`config.mk`:
```
export PLATFORM = sky130hd
export DESIGN_NAME = fpa_top
export DESIGN_NICKNAME = d
export VERILOG_FILES = /design/src/hdl/fpa_pkg.sv /design/src/hdl/fpa_top.sv
export SDC_FILE = /design/constraint.sdc
export NUM_CORES = 1
export LEC_CHECK = 0
export BUFFER_PORTS_ARGS = -buffer_cell sky130_fd_sc_hd__buf_2
export CORE_MARGIN = 2
export CORE_UTILIZATION = 42
export DETAILED_ROUTE_END_ITERATION = 10
export GPL_ROUTABILITY_DRIVEN = 1
export GPL_TIMING_DRIVEN = 0
export HOLD_SLACK_MARGIN = 0.12
export PLACE_DENSITY = 0.81
export SYNTH_ARGS = -nofsm -noshare
export SYNTH_HDL_FRONTEND = slang
export SYNTH_SLANG_ARGS = --single-unit
export TNS_END_PERCENT = 10
```
`constraint.sdc`:
```
create_clock -name clk_i -period 2.46 [get_ports clk_i]
set_input_delay 0.369 -clock clk_i [delete_from_list [all_inputs] [get_ports clk_i]]
set_output_delay 0.369 -clock clk_i [all_outputs]
set_load 0.05 [all_outputs]
```
`src/hdl/fpa_pkg.sv`:
```
// constants for the fault pin aggregator: fault bit layout, pin maps, temperature trip points
// assumes fault sources arrive as synchronous levels and clears as one-cycle write-one pulses
// Operation
// the alarm is an active-low open-drain output so several devices can share one pull-up.
// the alarm is released while no enabled fault is present and pulled low while any enabled, unmasked fault is;
// the alarm follows the enabled result bits instead and stays low while one is held.
// every readback carries a mirror bit that reads 1 whenever the alarm output is active.
// calibration-not-refreshed, reset-detected and capacitor-detection flags never drive the alarm and have no mask.
// three-wire link, background CRC and calibration memory CRC errors always drive the alarm.
// the listed digital faults drive the alarm unless their own mask bit is set.
// the serial clock count error has no mask and is kept off the alarm only by the quiet enable bit.
// the listed analog faults drive the alarm unless their own mask bit is set.
// converter power and the four comparator errors always drive the alarm.
// one mask bit per maskable source, a set bit keeps that source off the alarm.
// masking touches only the alarm and mirror, the result bit still records the fault.
// digital, analog and watchdog summary bits let the host find the category of an alarm.
// result bits are sticky, writing 1 updates them to the present fault level; the calibration-not-refreshed bit follows its live level instead.
// a die temperature above the trip point sets its analog result bit and drives the alarm.
package fpa_pkg;

    // ************************************************************
    // widths
    // ************************************************************
    localparam int DIG_W = 16;
    localparam int ANA_W = 12;
    localparam int TEMP_W = 8;
    localparam int TRIP_W = 2;

    // ************************************************************
    // digital result bit positions
    // ************************************************************
    localparam int D_OSC_STOP = 0;
    localparam int D_CAL_UNREFRESHED = 1;
    localparam int D_RESET_SEEN = 2;
    localparam int D_THREE_WIRE = 3;
    localparam int D_WDT_LATE = 4;
    localparam int D_WDT_EARLY = 5;
    localparam int D_BG_CRC = 6;
    localparam int D_DAC_LATCH = 7;
    localparam int D_DUAL_CALC = 8;
    localparam int D_INV_DAC = 9;
    localparam int D_CALMEM_CRC = 10;
    localparam int D_BAD_ACCESS = 11;
    localparam int D_LOCKED_WRITE = 12;
    localparam int D_SCLK_COUNT = 13;
    localparam int D_SLIP_BIT = 14;
    localparam int D_SERIAL_CRC = 15;

    // ************************************************************
    // analog result bit positions
    // ************************************************************
    localparam int A_OVERVOLT = 0;
    localparam int A_CONV_SHORT = 1;
    localparam int A_CONV_POWER = 2;
    localparam int A_CAP_DETECT = 3;
    localparam int A_IOUT_OPEN = 4;
    localparam int A_VOUT_SHORT = 5;
    localparam int A_CONV_TEMP = 6;
    localparam int A_MAIN_TEMP = 7;
    localparam int A_REF_OUTPUT = 8;
    localparam int A_REF_INPUT = 9;
    localparam int A_INT_SUPPLY = 10;
    localparam int A_LDO_CMP = 11;

    // ************************************************************
    // pin maps
    // ************************************************************
    localparam logic [DIG_W-1:0] DIG_MASKABLE = 16'hdbb1;
    localparam logic [DIG_W-1:0] DIG_ALWAYS = 16'h0448;
    localparam logic [DIG_W-1:0] DIG_QUIETABLE = 16'h2000;
    localparam logic [DIG_W-1:0] DIG_AUTO_CLEAR = 16'h0002;
    localparam logic [ANA_W-1:0] ANA_MASKABLE = 12'h0f3;
    localparam logic [ANA_W-1:0] ANA_ALWAYS = 12'hf04;
    localparam logic [DIG_W-1:0] DIG_WATCHDOG = 16'h0030;

    // ************************************************************
    // reset values and temperature trip points in degrees C
    // ************************************************************
    localparam logic [DIG_W-1:0] DIG_RESET = 16'h0000;
    localparam logic [ANA_W-1:0] ANA_RESET = 12'h000;
    localparam logic [TEMP_W-1:0] TRIP_0 = 8'h8e;
    localparam logic [TEMP_W-1:0] TRIP_1 = 8'h7f;
    localparam logic [TEMP_W-1:0] TRIP_2 = 8'h70;
    localparam logic [TEMP_W-1:0] TRIP_3 = 8'h61;

endpackage : fpa_pkg

```
`src/hdl/fpa_top.sv`:
```
// fault pin aggregator: sticky diagnostic results, alarm mapping, open-drain alarm pin
// assumes all inputs are synchronous to clk_i and the pad resolves the shared pulled-up line
`timescale 1ns/10ps
module fpa_top
(
    input wire logic clk_i,
    input wire logic rst_i,
    input wire logic ce_i,
    input wire logic [fpa_pkg::DIG_W-1:0] dig_fault_i,
    input wire logic [fpa_pkg::ANA_W-1:0] ana_fault_i,
    input wire logic [fpa_pkg::TEMP_W-1:0] main_temp_i,
    input wire logic [fpa_pkg::TEMP_W-1:0] conv_temp_i,
    input wire logic [fpa_pkg::TRIP_W-1:0] trip_sel_i,
    input wire logic [fpa_pkg::DIG_W-1:0] dig_mask_i,
    input wire logic [fpa_pkg::ANA_W-1:0] ana_mask_i,
    input wire logic serial_diag_quiet_enable_i,
    input wire logic [fpa_pkg::DIG_W-1:0] dig_update_i,
    input wire logic [fpa_pkg::ANA_W-1:0] ana_update_i,
    output logic [fpa_pkg::DIG_W-1:0] dig_result_o,
    output logic [fpa_pkg::ANA_W-1:0] ana_result_o,
    output logic digital_diag_summary_o,
    output logic analog_diag_summary_o,
    output logic watchdog_summary_o,
    output logic fault_pin_status_o,
    output logic alarm_out_o,
    output logic alarm_oe_n_o
);

    // ************************************************************
    // state
    // ************************************************************
    logic [fpa_pkg::DIG_W-1:0] dig_res_reg;
    logic [fpa_pkg::DIG_W-1:0] dig_res_next;
    logic [fpa_pkg::ANA_W-1:0] ana_res_reg;
    logic [fpa_pkg::ANA_W-1:0] ana_res_next;
    logic alarm_reg;
    logic alarm_next;
    logic dig_sum_reg;
    logic ana_sum_reg;
    logic wdt_sum_reg;

    // ************************************************************
    // temperature comparators
    // ************************************************************
    logic [fpa_pkg::TEMP_W-1:0] trip_level;
    logic main_hot;
    logic conv_hot;
    logic [fpa_pkg::ANA_W-1:0] temp_set;
    logic [fpa_pkg::ANA_W-1:0] ana_raw;
    localparam logic [fpa_pkg::ANA_W-1:0] ANA_ONE = 12'h001;

    // trip point picked by the two select bits
    assign trip_level = (trip_sel_i == 2'h0) ? fpa_pkg::TRIP_0 :
                        (trip_sel_i == 2'h1) ? fpa_pkg::TRIP_1 :
                        (trip_sel_i == 2'h2) ? fpa_pkg::TRIP_2 : fpa_pkg::TRIP_3;
    // strictly above the trip point counts as hot
    assign main_hot = main_temp_i > trip_level;
    assign conv_hot = conv_temp_i > trip_level;
    // comparator outputs folded onto the two temperature bits
    assign temp_set = (ANA_ONE << fpa_pkg::A_MAIN_TEMP) & {fpa_pkg::ANA_W{main_hot}}
                    | (ANA_ONE << fpa_pkg::A_CONV_TEMP) & {fpa_pkg::ANA_W{conv_hot}};
    assign ana_raw = ana_fault_i | temp_set;

    // ************************************************************
    // sticky result update
    // ************************************************************
    // a write of 1 reloads the bit with the live level; a live fault always sets
    assign dig_res_next = (dig_fault_i | (dig_res_reg & ~dig_update_i)) & ~fpa_pkg::DIG_AUTO_CLEAR
                        | (dig_fault_i & fpa_pkg::DIG_AUTO_CLEAR);
    assign ana_res_next = ana_raw | (ana_res_reg & ~ana_update_i);

    // ************************************************************
    // alarm mapping
    // ************************************************************
    logic [fpa_pkg::DIG_W-1:0] dig_enabled;
    logic [fpa_pkg::ANA_W-1:0] ana_enabled;
    logic [fpa_pkg::DIG_W-1:0] dig_quiet_map;

    // quiet enable drops the serial clock count error from the pin only
    assign dig_quiet_map = serial_diag_quiet_enable_i ? {fpa_pkg::DIG_W{1'b0}} : fpa_pkg::DIG_QUIETABLE;
    // mask touches only maskable positions; unmapped flags never reach the pin
    assign dig_enabled = (fpa_pkg::DIG_MASKABLE & ~dig_mask_i)
                       | fpa_pkg::DIG_ALWAYS
                       | dig_quiet_map;
    assign ana_enabled = (fpa_pkg::ANA_MASKABLE & ~ana_mask_i)
                       | fpa_pkg::ANA_ALWAYS;
    // alarm follows the next result values so pin and results move together
    assign alarm_next = |(dig_res_next & dig_enabled) | |(ana_res_next & ana_enabled);

    // ************************************************************
    // registers
    // ************************************************************
    // results, alarm and summaries, all frozen while ce_i is low
    always_ff @(posedge clk_i)
    begin
        if (rst_i)
        begin
            dig_res_reg <= fpa_pkg::DIG_RESET;
            ana_res_reg <= fpa_pkg::ANA_RESET;
            alarm_reg <= 1'b0;
            dig_sum_reg <= 1'b0;
            ana_sum_reg <= 1'b0;
            wdt_sum_reg <= 1'b0;
        end
        else if (ce_i)
        begin
            dig_res_reg <= dig_res_next;
            ana_res_reg <= ana_res_next;
            alarm_reg <= alarm_next;
            dig_sum_reg <= |dig_res_next;
            ana_sum_reg <= |ana_res_next;
            wdt_sum_reg <= |(dig_res_next & fpa_pkg::DIG_WATCHDOG);
        end
    end

    // ************************************************************
    // outputs
    // ************************************************************
    // open-drain pad: the data is always low, only the enable moves
    assign alarm_out_o = 1'b0;
    assign alarm_oe_n_o = ~alarm_reg;
    // mirror reads 1 while the pin is pulled low
    assign fault_pin_status_o = alarm_reg;
    assign dig_result_o = dig_res_reg;
    assign ana_result_o = ana_res_reg;
    assign digital_diag_summary_o = dig_sum_reg;
    assign analog_diag_summary_o = ana_sum_reg;
    assign watchdog_summary_o = wdt_sum_reg;

    // ************************************************************
    // checks
    // ************************************************************
    // the pad never drives high
    pad_low_a: assert property (@(posedge clk_i) disable iff (rst_i) alarm_out_o == 1'b0)
        else $error("alarm pad data not low");

    // pin and mirror stay complementary
    mirror_pin_a: assert property (@(posedge clk_i) disable iff (rst_i) fault_pin_status_o == !alarm_oe_n_o)
        else $error("mirror bit disagrees with pin");

    // an always-mapped digital fault pulls the pin on the next edge
    always_dig_a: assert property (@(posedge clk_i) disable iff (rst_i)
        (ce_i && |(dig_fault_i & fpa_pkg::DIG_ALWAYS)) |=> !alarm_oe_n_o)
        else $error("always-mapped digital fault missed the pin");

    // an always-mapped analog fault pulls the pin on the next edge
    always_ana_a: assert property (@(posedge clk_i) disable iff (rst_i)
        (ce_i && |(ana_fault_i & fpa_pkg::ANA_ALWAYS)) |=> fault_pin_status_o)
        else $error("always-mapped analog fault missed the pin");

    // unmapped flags alone never activate the pin
    unmapped_quiet_a: assert property (@(posedge clk_i) disable iff (rst_i)
        (ce_i && (dig_res_next & ~fpa_pkg::DIG_AUTO_CLEAR & ~(fpa_pkg::DIG_ALWAYS | fpa_pkg::DIG_MASKABLE
        | fpa_pkg::DIG_QUIETABLE)) == 16'h0000 && ((dig_res_next & ~16'h0006) == 16'h0000)
        && ((ana_res_next & ~(ANA_ONE << fpa_pkg::A_CAP_DETECT)) == 12'h000)) |=> alarm_oe_n_o)
        else $error("unmapped flag drove the pin");

    // an unmasked digital fault pulls the pin
    unmasked_dig_a: assert property (@(posedge clk_i) disable iff (rst_i)
        (ce_i && |(dig_fault_i & fpa_pkg::DIG_MASKABLE & ~dig_mask_i)) |=> fault_pin_status_o)
        else $error("unmasked digital fault missed the pin");

    // an unmasked analog fault pulls the pin
    unmasked_ana_a: assert property (@(posedge clk_i) disable iff (rst_i)
        (ce_i && |(ana_fault_i & fpa_pkg::ANA_MASKABLE & ~ana_mask_i)) |=> fault_pin_status_o)
        else $error("unmasked analog fault missed the pin");

    // count error reaches the pin unless quiet enable is set
    sclk_loud_a: assert property (@(posedge clk_i) disable iff (rst_i)
        (ce_i && !serial_diag_quiet_enable_i && dig_fault_i[fpa_pkg::D_SCLK_COUNT]) |=> fault_pin_status_o)
        else $error("count error missed the pin");

    // a masked fault is still recorded
    masked_kept_a: assert property (@(posedge clk_i) disable iff (rst_i)
        (ce_i && |(dig_fault_i & dig_mask_i)) |=> |(dig_result_o & $past(dig_fault_i) & $past(dig_mask_i)))
        else $error("masked fault not recorded");

    // a recorded fault stays until a write of 1 with the fault gone
    sticky_hold_a: assert property (@(posedge clk_i) disable iff (rst_i)
        (ce_i && ana_res_reg[fpa_pkg::A_IOUT_OPEN] && !ana_update_i[fpa_pkg::A_IOUT_OPEN])
        |=> ana_result_o[fpa_pkg::A_IOUT_OPEN])
        else $error("sticky bit lost without update");

    // update with the fault gone clears the bit
    update_clear_a: assert property (@(posedge clk_i) disable iff (rst_i)
        (ce_i && dig_update_i[fpa_pkg::D_SLIP_BIT] && !dig_fault_i[fpa_pkg::D_SLIP_BIT])
        |=> !dig_result_o[fpa_pkg::D_SLIP_BIT])
        else $error("update did not reload bit");

    // summaries follow their result groups
    summary_or_a: assert property (@(posedge clk_i) disable iff (rst_i)
        digital_diag_summary_o == |dig_result_o && analog_diag_summary_o == |ana_result_o
        && watchdog_summary_o == |(dig_result_o & fpa_pkg::DIG_WATCHDOG))
        else $error("summary bits out of step");

    // a hot die sets its bit and the pin when not masked
    hot_die_a: assert property (@(posedge clk_i) disable iff (rst_i)
        (ce_i && main_temp_i > trip_level) |=> ana_result_o[fpa_pkg::A_MAIN_TEMP]
        && (fault_pin_status_o || $past(ana_mask_i[fpa_pkg::A_MAIN_TEMP])))
        else $error("overtemperature not flagged");

    // reset empties results and frees the pin
    reset_clear_a: assert property (@(posedge clk_i)
        rst_i
        |=> dig_result_o == fpa_pkg::DIG_RESET && ana_result_o == fpa_pkg::ANA_RESET && alarm_oe_n_o)
        else $error("reset left state behind");

    // a low clock enable freezes results and pin
    freeze_hold_a: assert property (@(posedge clk_i) disable iff (rst_i)
        !ce_i
        |=> $stable(dig_result_o) && $stable(ana_result_o) && $stable(fault_pin_status_o))
        else $error("state moved while clock enable low");

    // with quiet enable a lone count error leaves the pin free
    quiet_off_a: assert property (@(posedge clk_i) disable iff (rst_i)
        (ce_i && serial_diag_quiet_enable_i && dig_res_next == fpa_pkg::DIG_QUIETABLE
        && ana_res_next == fpa_pkg::ANA_RESET) |=> alarm_oe_n_o)
        else $error("quiet enable did not hold the pin");

    // results that are all masked leave the pin free
    masked_off_a: assert property (@(posedge clk_i) disable iff (rst_i)
        (ce_i && (dig_res_next & ~(fpa_pkg::DIG_MASKABLE & dig_mask_i)) == fpa_pkg::DIG_RESET
        && (ana_res_next & ~(fpa_pkg::ANA_MASKABLE & ana_mask_i)) == fpa_pkg::ANA_RESET) |=> alarm_oe_n_o)
        else $error("masked fault drove the pin");

    // a hot converter die sets its bit and the pin when not masked
    conv_hot_a: assert property (@(posedge clk_i) disable iff (rst_i)
        (ce_i && conv_temp_i > trip_level && !ana_mask_i[fpa_pkg::A_CONV_TEMP])
        |=> ana_result_o[fpa_pkg::A_CONV_TEMP] && fault_pin_status_o)
        else $error("converter overtemperature not flagged");

    // a main die at or below the trip point reloads its bit to 0
    cool_die_a: assert property (@(posedge clk_i) disable iff (rst_i)
        (ce_i && main_temp_i <= trip_level && !ana_fault_i[fpa_pkg::A_MAIN_TEMP]
        && ana_update_i[fpa_pkg::A_MAIN_TEMP])
        |=> !ana_result_o[fpa_pkg::A_MAIN_TEMP])
        else $error("cool die left its bit set");

    // an update while the fault stands keeps the bit
    keep_set_a: assert property (@(posedge clk_i) disable iff (rst_i)
        (ce_i && dig_update_i[fpa_pkg::D_BG_CRC] && dig_fault_i[fpa_pkg::D_BG_CRC])
        |=> dig_result_o[fpa_pkg::D_BG_CRC])
        else $error("update cleared a standing fault");

    // the refresh flag follows its live level
    cal_follow_a: assert property (@(posedge clk_i) disable iff (rst_i)
        ce_i
        |=> dig_result_o[fpa_pkg::D_CAL_UNREFRESHED] == $past(dig_fault_i[fpa_pkg::D_CAL_UNREFRESHED]))
        else $error("refresh flag not following its level");

    // a masked analog fault is still recorded
    ana_kept_a: assert property (@(posedge clk_i) disable iff (rst_i)
        (ce_i && |(ana_fault_i & ana_mask_i))
        |=> |(ana_result_o & $past(ana_fault_i) & $past(ana_mask_i)))
        else $error("masked analog fault not recorded");

    // a recorded digital fault stays without an update
    dig_sticky_a: assert property (@(posedge clk_i) disable iff (rst_i)
        (ce_i && dig_res_reg[fpa_pkg::D_THREE_WIRE] && !dig_update_i[fpa_pkg::D_THREE_WIRE])
        |=> dig_result_o[fpa_pkg::D_THREE_WIRE])
        else $error("digital sticky bit lost");

    // an analog update with the fault gone clears the bit
    ana_clear_a: assert property (@(posedge clk_i) disable iff (rst_i)
        (ce_i && ana_update_i[fpa_pkg::A_OVERVOLT] && !ana_fault_i[fpa_pkg::A_OVERVOLT])
        |=> !ana_result_o[fpa_pkg::A_OVERVOLT])
        else $error("analog update did not reload bit");

    // a lone reset-detected flag never pulls the pin
    reset_never_a: assert property (@(posedge clk_i) disable iff (rst_i)
        (ce_i && dig_res_next == (16'h0001 << fpa_pkg::D_RESET_SEEN) && ana_res_next == fpa_pkg::ANA_RESET)
        |=> alarm_oe_n_o)
        else $error("reset flag drove the pin");

    // a lone capacitor flag never pulls the pin
    cap_never_a: assert property (@(posedge clk_i) disable iff (rst_i)
        (ce_i && dig_res_next == fpa_pkg::DIG_RESET && ana_res_next == (ANA_ONE << fpa_pkg::A_CAP_DETECT))
        |=> alarm_oe_n_o)
        else $error("capacitor flag drove the pin");

    // the pin stands while an always-mapped result is held
    pin_stands_a: assert property (@(posedge clk_i) disable iff (rst_i)
        (ce_i && |(dig_res_reg & fpa_pkg::DIG_ALWAYS) && dig_update_i == 16'h0000)
        |=> fault_pin_status_o)
        else $error("pin dropped with a fault held");

    // a watchdog fault raises both its summaries
    wdt_sum_a: assert property (@(posedge clk_i) disable iff (rst_i)
        (ce_i && |(dig_fault_i & fpa_pkg::DIG_WATCHDOG))
        |=> watchdog_summary_o && digital_diag_summary_o)
        else $error("watchdog summary missed");

    // any analog fault raises the analog summary
    ana_sum_a: assert property (@(posedge clk_i) disable iff (rst_i)
        (ce_i && |ana_fault_i)
        |=> analog_diag_summary_o)
        else $error("analog summary missed");

    // no result at all leaves the pin free
    pin_free_a: assert property (@(posedge clk_i) disable iff (rst_i)
        (ce_i && dig_res_next == fpa_pkg::DIG_RESET && ana_res_next == fpa_pkg::ANA_RESET)
        |=> alarm_oe_n_o && !fault_pin_status_o)
        else $error("pin active with no result");

endmodule : fpa_top

```
==> results.cfg, run 1 <==
[final_layout]
num_antenna_cells = 0
nFillCells = 436
fin_nets = 515
drive_gt1_share_pct = 36.4
area_growth_pct = 38.5
fin_util_pct = 59.7

[logic_synthesis]
yosys.cell_count.top_type = nor2_1
synth_top_cell_by_area = dfxtp_1
synth_top_area_share_pct = 31.7
synth_area_leaders = dfxtp_1, a22oi_1, nor2_1
async_flop_share_pct = 0
synth_edf_count = 0
synth_cell_types = 49
synth-main-ff-cell = dfxtp_1
ys_ff_latch = 32
syn_area_per_cell_um2 = 7.52
ys_seq_area_share_pct = 31.7
yosys_warnings = 0
synthesis.instances = 269
synth_commonest_cells = nor2_1, inv_1, dfxtp_1, nand2_1, a22oi_1
synthesis.nets = 384
syn_area_um2 = 2020

[placed_design]
hpwlAfterDp_mm = 5.32
port_buffers = 124
pre_cts_slack_ns = 0.0421
place_congestion = 0.872

[global_routing]
grt.overflow.total = 0
antenna_found_initial = 0
grt_use_total_pct = 23.9
grt_pass1_wl_mm = 9.82
grt_max_degree = 11
grt_pass1_vias = 2217

[routing]
drt_iter0_drc = 88
vias = 2438
firstDrtPassIters = 4
routed_wl_mm = 6.53
wire_per_inst_um = 14.3
drtAntennaViolNets = 0
vias_per_cell = 5.36
drcViolationCount = 0

[sta]
fin_skew_ns = 0.00274
hold_viol = 0
final.setup.worst_slack_ns = 0.337
fin_crit_sh_pct = 86.3
setup_tns_ns = 0
slew_viol_final = 0
fmax_ghz = 0.471
max_slew_margin_pct = 61.5
rsz0062_at_grt = false
setup_viol = 0
tightest_slew_ns = 0.578
fin_crit_ns = 2.12

[floorplan]
dieArea_um2 = 5390
io_pins = 140
die_w_um = 73.4
start_util_pct = 43.1
die-height_um = 73.4
num_rows = 25
core_um2 = 4690

[clock_tree]
cts.clk_slew.worst_paths_ns = 0.06
holdBufCountCts = 0
cts_num_sinks = 32
cts.path.max_buffers = 2
cts_tree = done
post_cts_buffers = 0
cts_root_buf = clkbuf_8
cts-buffers-inserted = 5
cts-resized-gates = 0
clkLatencyLatePin_ns = 0.28
htreeDepth = 2

[critical_path]
worstPathArrival_ns = 2.30
rr_worst_depth = 5
cp.required_ns = 2.64
path_class = in -> reg
critPathCaptureType = flip-flop
critPathMaxFanout = 10
startpoint_type = primary input

[min_path]
hold_depth = 2
hp-class = in -> reg

[flow_run]
max-cap-violations = 0

[status]
status = finished, final reports clean

[pwr]
p_leak_nw = 1.45
powerDensity_nw_per_um2 = 520
vdd_drop_max_v = 0.000520
totalPowerFinal_mw = 1.46
cells in the final DEF, fill, tap and decap left out, types with 2 or more instances in the layout:
master and instances:
buf_2 124, nor2_1 40, inv_1 36, dfxtp_1 32, nand2_1 24, a22oi_1 23, a21oi_1 17, clkbuf_1 10
o22ai_1 10, ha_1 9, clkbuf_8 6, o21ai_0 5, nor3_1 4, nor4_1 4, and2b_2 3, nand3_1 3
o2111ai_1 3, o211ai_1 3, buf_1 2, a211oi_1 2, nor4_2 2, o211a_1 2, o21bai_1 2, nor3b_1 2
or2b_2 2, nor4b_1 2, o21a_1 2, mux2_2 2, nor2b_1 2, nand4_1 2
logic make-up after synthesis:
logic type	Yosys count	synth area share [%]
flops	32	31.7
simple gates	97	23.8
buf+inv	48	9.47
mux	3	1.61
xor+xnor	1	0.433
compound gates	78	27.2
other cells	1	0.185
fa+ha+maj	9	5.57
area by class of cell:
class | instances | area (um2) | area share [%]
Multi-Input combinational cell | 189 | 1190 | 42.5
Sequential cell | 32 | 641 | 22.9
Timing Repair Buffer | 124 | 621 | 22.2
Inverter | 36 | 135 | 4.83
Clock buffer | 8 | 90.1 | 3.22
Tap cell | 54 | 67.6 | 2.41
Buffer | 12 | 56.3 | 2.01
state kept, by name (all words and copies together), names as in the netlist:
name,cells
watchdog_summary_o,1
fault_pin_status_o,1
digital_diag_summary_o,1
dig_result_o,16
ana_result_o,12
analog_diag_summary_o,1
report_power, final:
group          switching [mW]  leakage (nW)  internal [mW]
Combinational           0.296          1.13          0.165
Clock                   0.189        0.0455          0.228
Sequential             0.0260         0.265          0.553
per-stage QoR:
stage | hold slack [ns] | instance area (um2) | cells
final | 0.313 | 2800 | 455
after global routing | 0.310 | 2800 | 455
after CTS | 0.301 | 2800 | 455
after detailed placement | 0.487 | 2710 | 447
after global placement | 0.467 | 2710 | 447
after floorplan | 0.441 | 2020 | 269
metal layers:
| metal | GRT usage [%] | wire length [um] |
|---|---|---|
| met5 | 0 | 0 |
| met2 | 41.5 | 3170 |
| met3 | 7.54 | 582 |
| met1 | 27.5 | 2660 |
| met4 | 8.48 | 122 |
worst max-delay path, stage by stage:
cell	delay, ns
buf_2	0.13
inv_1	0.07
ha_1	0.26
buf_6	0.16
nor2_1	0.18
ha_1	0.28
nor2_1	0.12
a311oi_2	0.05
o22ai_1	0.30
o2111ai_1	0.17
o21a_1	0.21
final timing paths:
kind | start | to | slack, ns
worst max-delay path | trip_sel_i[0] | fault_pin_status_o | 0.34
worst max register to register | ana_result_o[4] | fault_pin_status_o | 0.79
worst min register to register | dig_result_o[1] | dig_result_o[1] | 0.50
worst min-delay path | rst_i | watchdog_summary_o | 0.31
Power figures use the tool's default switching activity.
==> inputs of run 2 (changes only) <==
--- a/config.mk
+++ b/config.mk
@@ -13,6 +13,7 @@
 export GPL_TIMING_DRIVEN = 0
 export HOLD_SLACK_MARGIN = 0.12
 export PLACE_DENSITY = 0.81
+export SETUP_SLACK_MARGIN = 0.3
 export SYNTH_ARGS = -nofsm -noshare
 export SYNTH_HDL_FRONTEND = slang
 export SYNTH_SLANG_ARGS = --single-unit
==> constraint.sdc (replaced) <==
create_clock -name clk_i -period 2.46 [get_ports clk_i]
set_input_delay 0.369 -clock clk_i [delete_from_list [all_inputs] [get_ports clk_i]]
set_output_delay 0.369 -clock clk_i [all_outputs]
set_load 0.02 [all_outputs]
==> run 2 against run 1 <==
Compared with the run above:
- combinational power shrank 17%
- sequential share of layout area shrank 0.10 points
- via count grew 0.98%
- power shrank 5.3%
- critical path type unchanged
- largest cell class unchanged
- largest power group unchanged
==> results.cfg, run 2 (synthesized netlist as in run 1, its figures left out) <==
[status]
status = finished, final reports clean

[clock_tree]
cts.clk_slew.worst_paths_ns = 0.06
cts_num_sinks = 32
holdBufCountCts = 0
clkLatencyLatePin_ns = 0.29
cts-buffers-inserted = 5
cts_tree = done
htreeDepth = 2
cts.path.max_buffers = 2
cts_root_buf = clkbuf_8

[placed_design]
place_congestion = 0.872
dpl_cell_area_um2 = 2710
place_inst = 447
port_buffers = 124
hpwlAfterDp_mm = 5.32

[sta]
fin_crit_ns = 2.05
fin_crit_sh_pct = 83.3
rsz0062_at_grt = true
fmax_ghz = 0.488
hold_viol = 0
slew_viol_final = 0
holdWs_ns = 0.312
setup_viol = 0
setup_tns_ns = 0
max_slew_margin_pct = 61.0
fin_skew_ns = 0.00395
tightest_slew_ns = 0.586

[global_routing]
antenna_found_initial = 0
grt_pass1_wl_mm = 9.82
grt_max_degree = 11
grt.overflow.total = 0
grt_pass1_vias = 2217
grt_use_total_pct = 23.9

[final_layout]
fin_nets = 515
finalInstanceArea_um2 = 2810
drive_gt1_share_pct = 37.2
area_growth_pct = 39.1
largest_reg_flops = 16
num_antenna_cells = 0
mostFrequentLayoutCells = buf_2, nor2_1, inv_1
fin_util_pct = 59.9
layout_commonest_cell = buf_2
layout.cells.non_filler = 455

[routing]
drt_iter0_drc = 86
wire_per_inst_um = 14.6
vias_per_cell = 5.41
drtAntennaViolNets = 0
firstDrtPassIters = 4
routed_wl_mm = 6.64
vias = 2462
drcViolationCount = 0

[floorplan]
dieArea_um2 = 5390
num_rows = 25
die_w_um = 73.4
core_um2 = 4690
io_pins = 140
start_util_pct = 43.1
die-height_um = 73.4

[critical_path]
path_class = in -> reg
crit_path_frequent_cell = ha_1
critPathCaptureType = flip-flop
crit_chain = buf_2, inv_1, ha_1, buf_6, nor2_2, ha_1, nor2b_1, o21ai_1, a31oi_1, o21bai_2, mux2_2, nor2_1
startpoint_type = primary input
critPathMaxStageDelay_ns = 0.32
critPathMaxFanout = 10
worstPathArrival_ns = 2.27
slowest_stage = ha_1
cp.required_ns = 2.68
r2r_slack_ns = 0.79

[pwr]
powerDensity_nw_per_um2 = 491
vdd_drop_max_v = 0.000519
p_leak_nw = 1.45

[flow_run]
max-cap-violations = 0

[min_path]
hp-class = in -> reg
==> run 2: area by class of cell <==
type                    count  area, um2
plain buffers              12       56.3
clock buffers               8       90.1
fillers                   434       1880
inverters                  36        135
multi-input cells         189       1200
flip-flops and latches     32        641
well taps                  54       67.6
repair buffers            124        621
==> run 2: critical path, delay by kind of cell <==
kind            cells  cell delay (ns)
fa+ha+maj           2             0.58
simple gates        3             0.28
mux                 1             0.27
compound gates      3             0.39
buf+inv             3             0.38
==> run 2: metal layers <==
metal	up-vias	track usage (%)	wire length, um
met1	1128	27.5	2710
met5	-	0	0
met3	10	7.54	569
met4	0	8.48	108
met2	112	41.5	3250
li1	1212	-	-
==> run 2: what timing repair did <==
action	CTS	global route
buffers inserted	0	0
endpoints found under the setup margin	0	4
hold endpoints to repair	0	0
resized for setup	0	3
==> run 2: final timing paths <==
check	from	to	cells after the start
setup / recovery	trip_sel_i[0]	ana_result_o[6]	12
hold / removal	rst_i	watchdog_summary_o	2
setup reg to reg	ana_result_o[4]	fault_pin_status_o	5
hold reg to reg	dig_result_o[1]	dig_result_o[1]	2
==> run 2: metrics by stage <==
step                      setup WS (ns)  power, mW
after global routing              0.292       1.44
after detailed placement         0.0421      0.966
after CTS                         0.349       1.38
after floorplan                   0.466      0.797
after global placement            0.133      0.956
final                             0.411       1.38
==> run 2: power by group <==
| part | internal [mW] | leakage [nW] | switching [mW] |
|---|---|---|---|
| logic | 0.166 | 1.14 | 0.216 |
| registers | 0.553 | 0.265 | 0.0261 |
| clock network | 0.228 | 0.0455 | 0.190 |
| total | 0.947 | 1.45 | 0.433 |
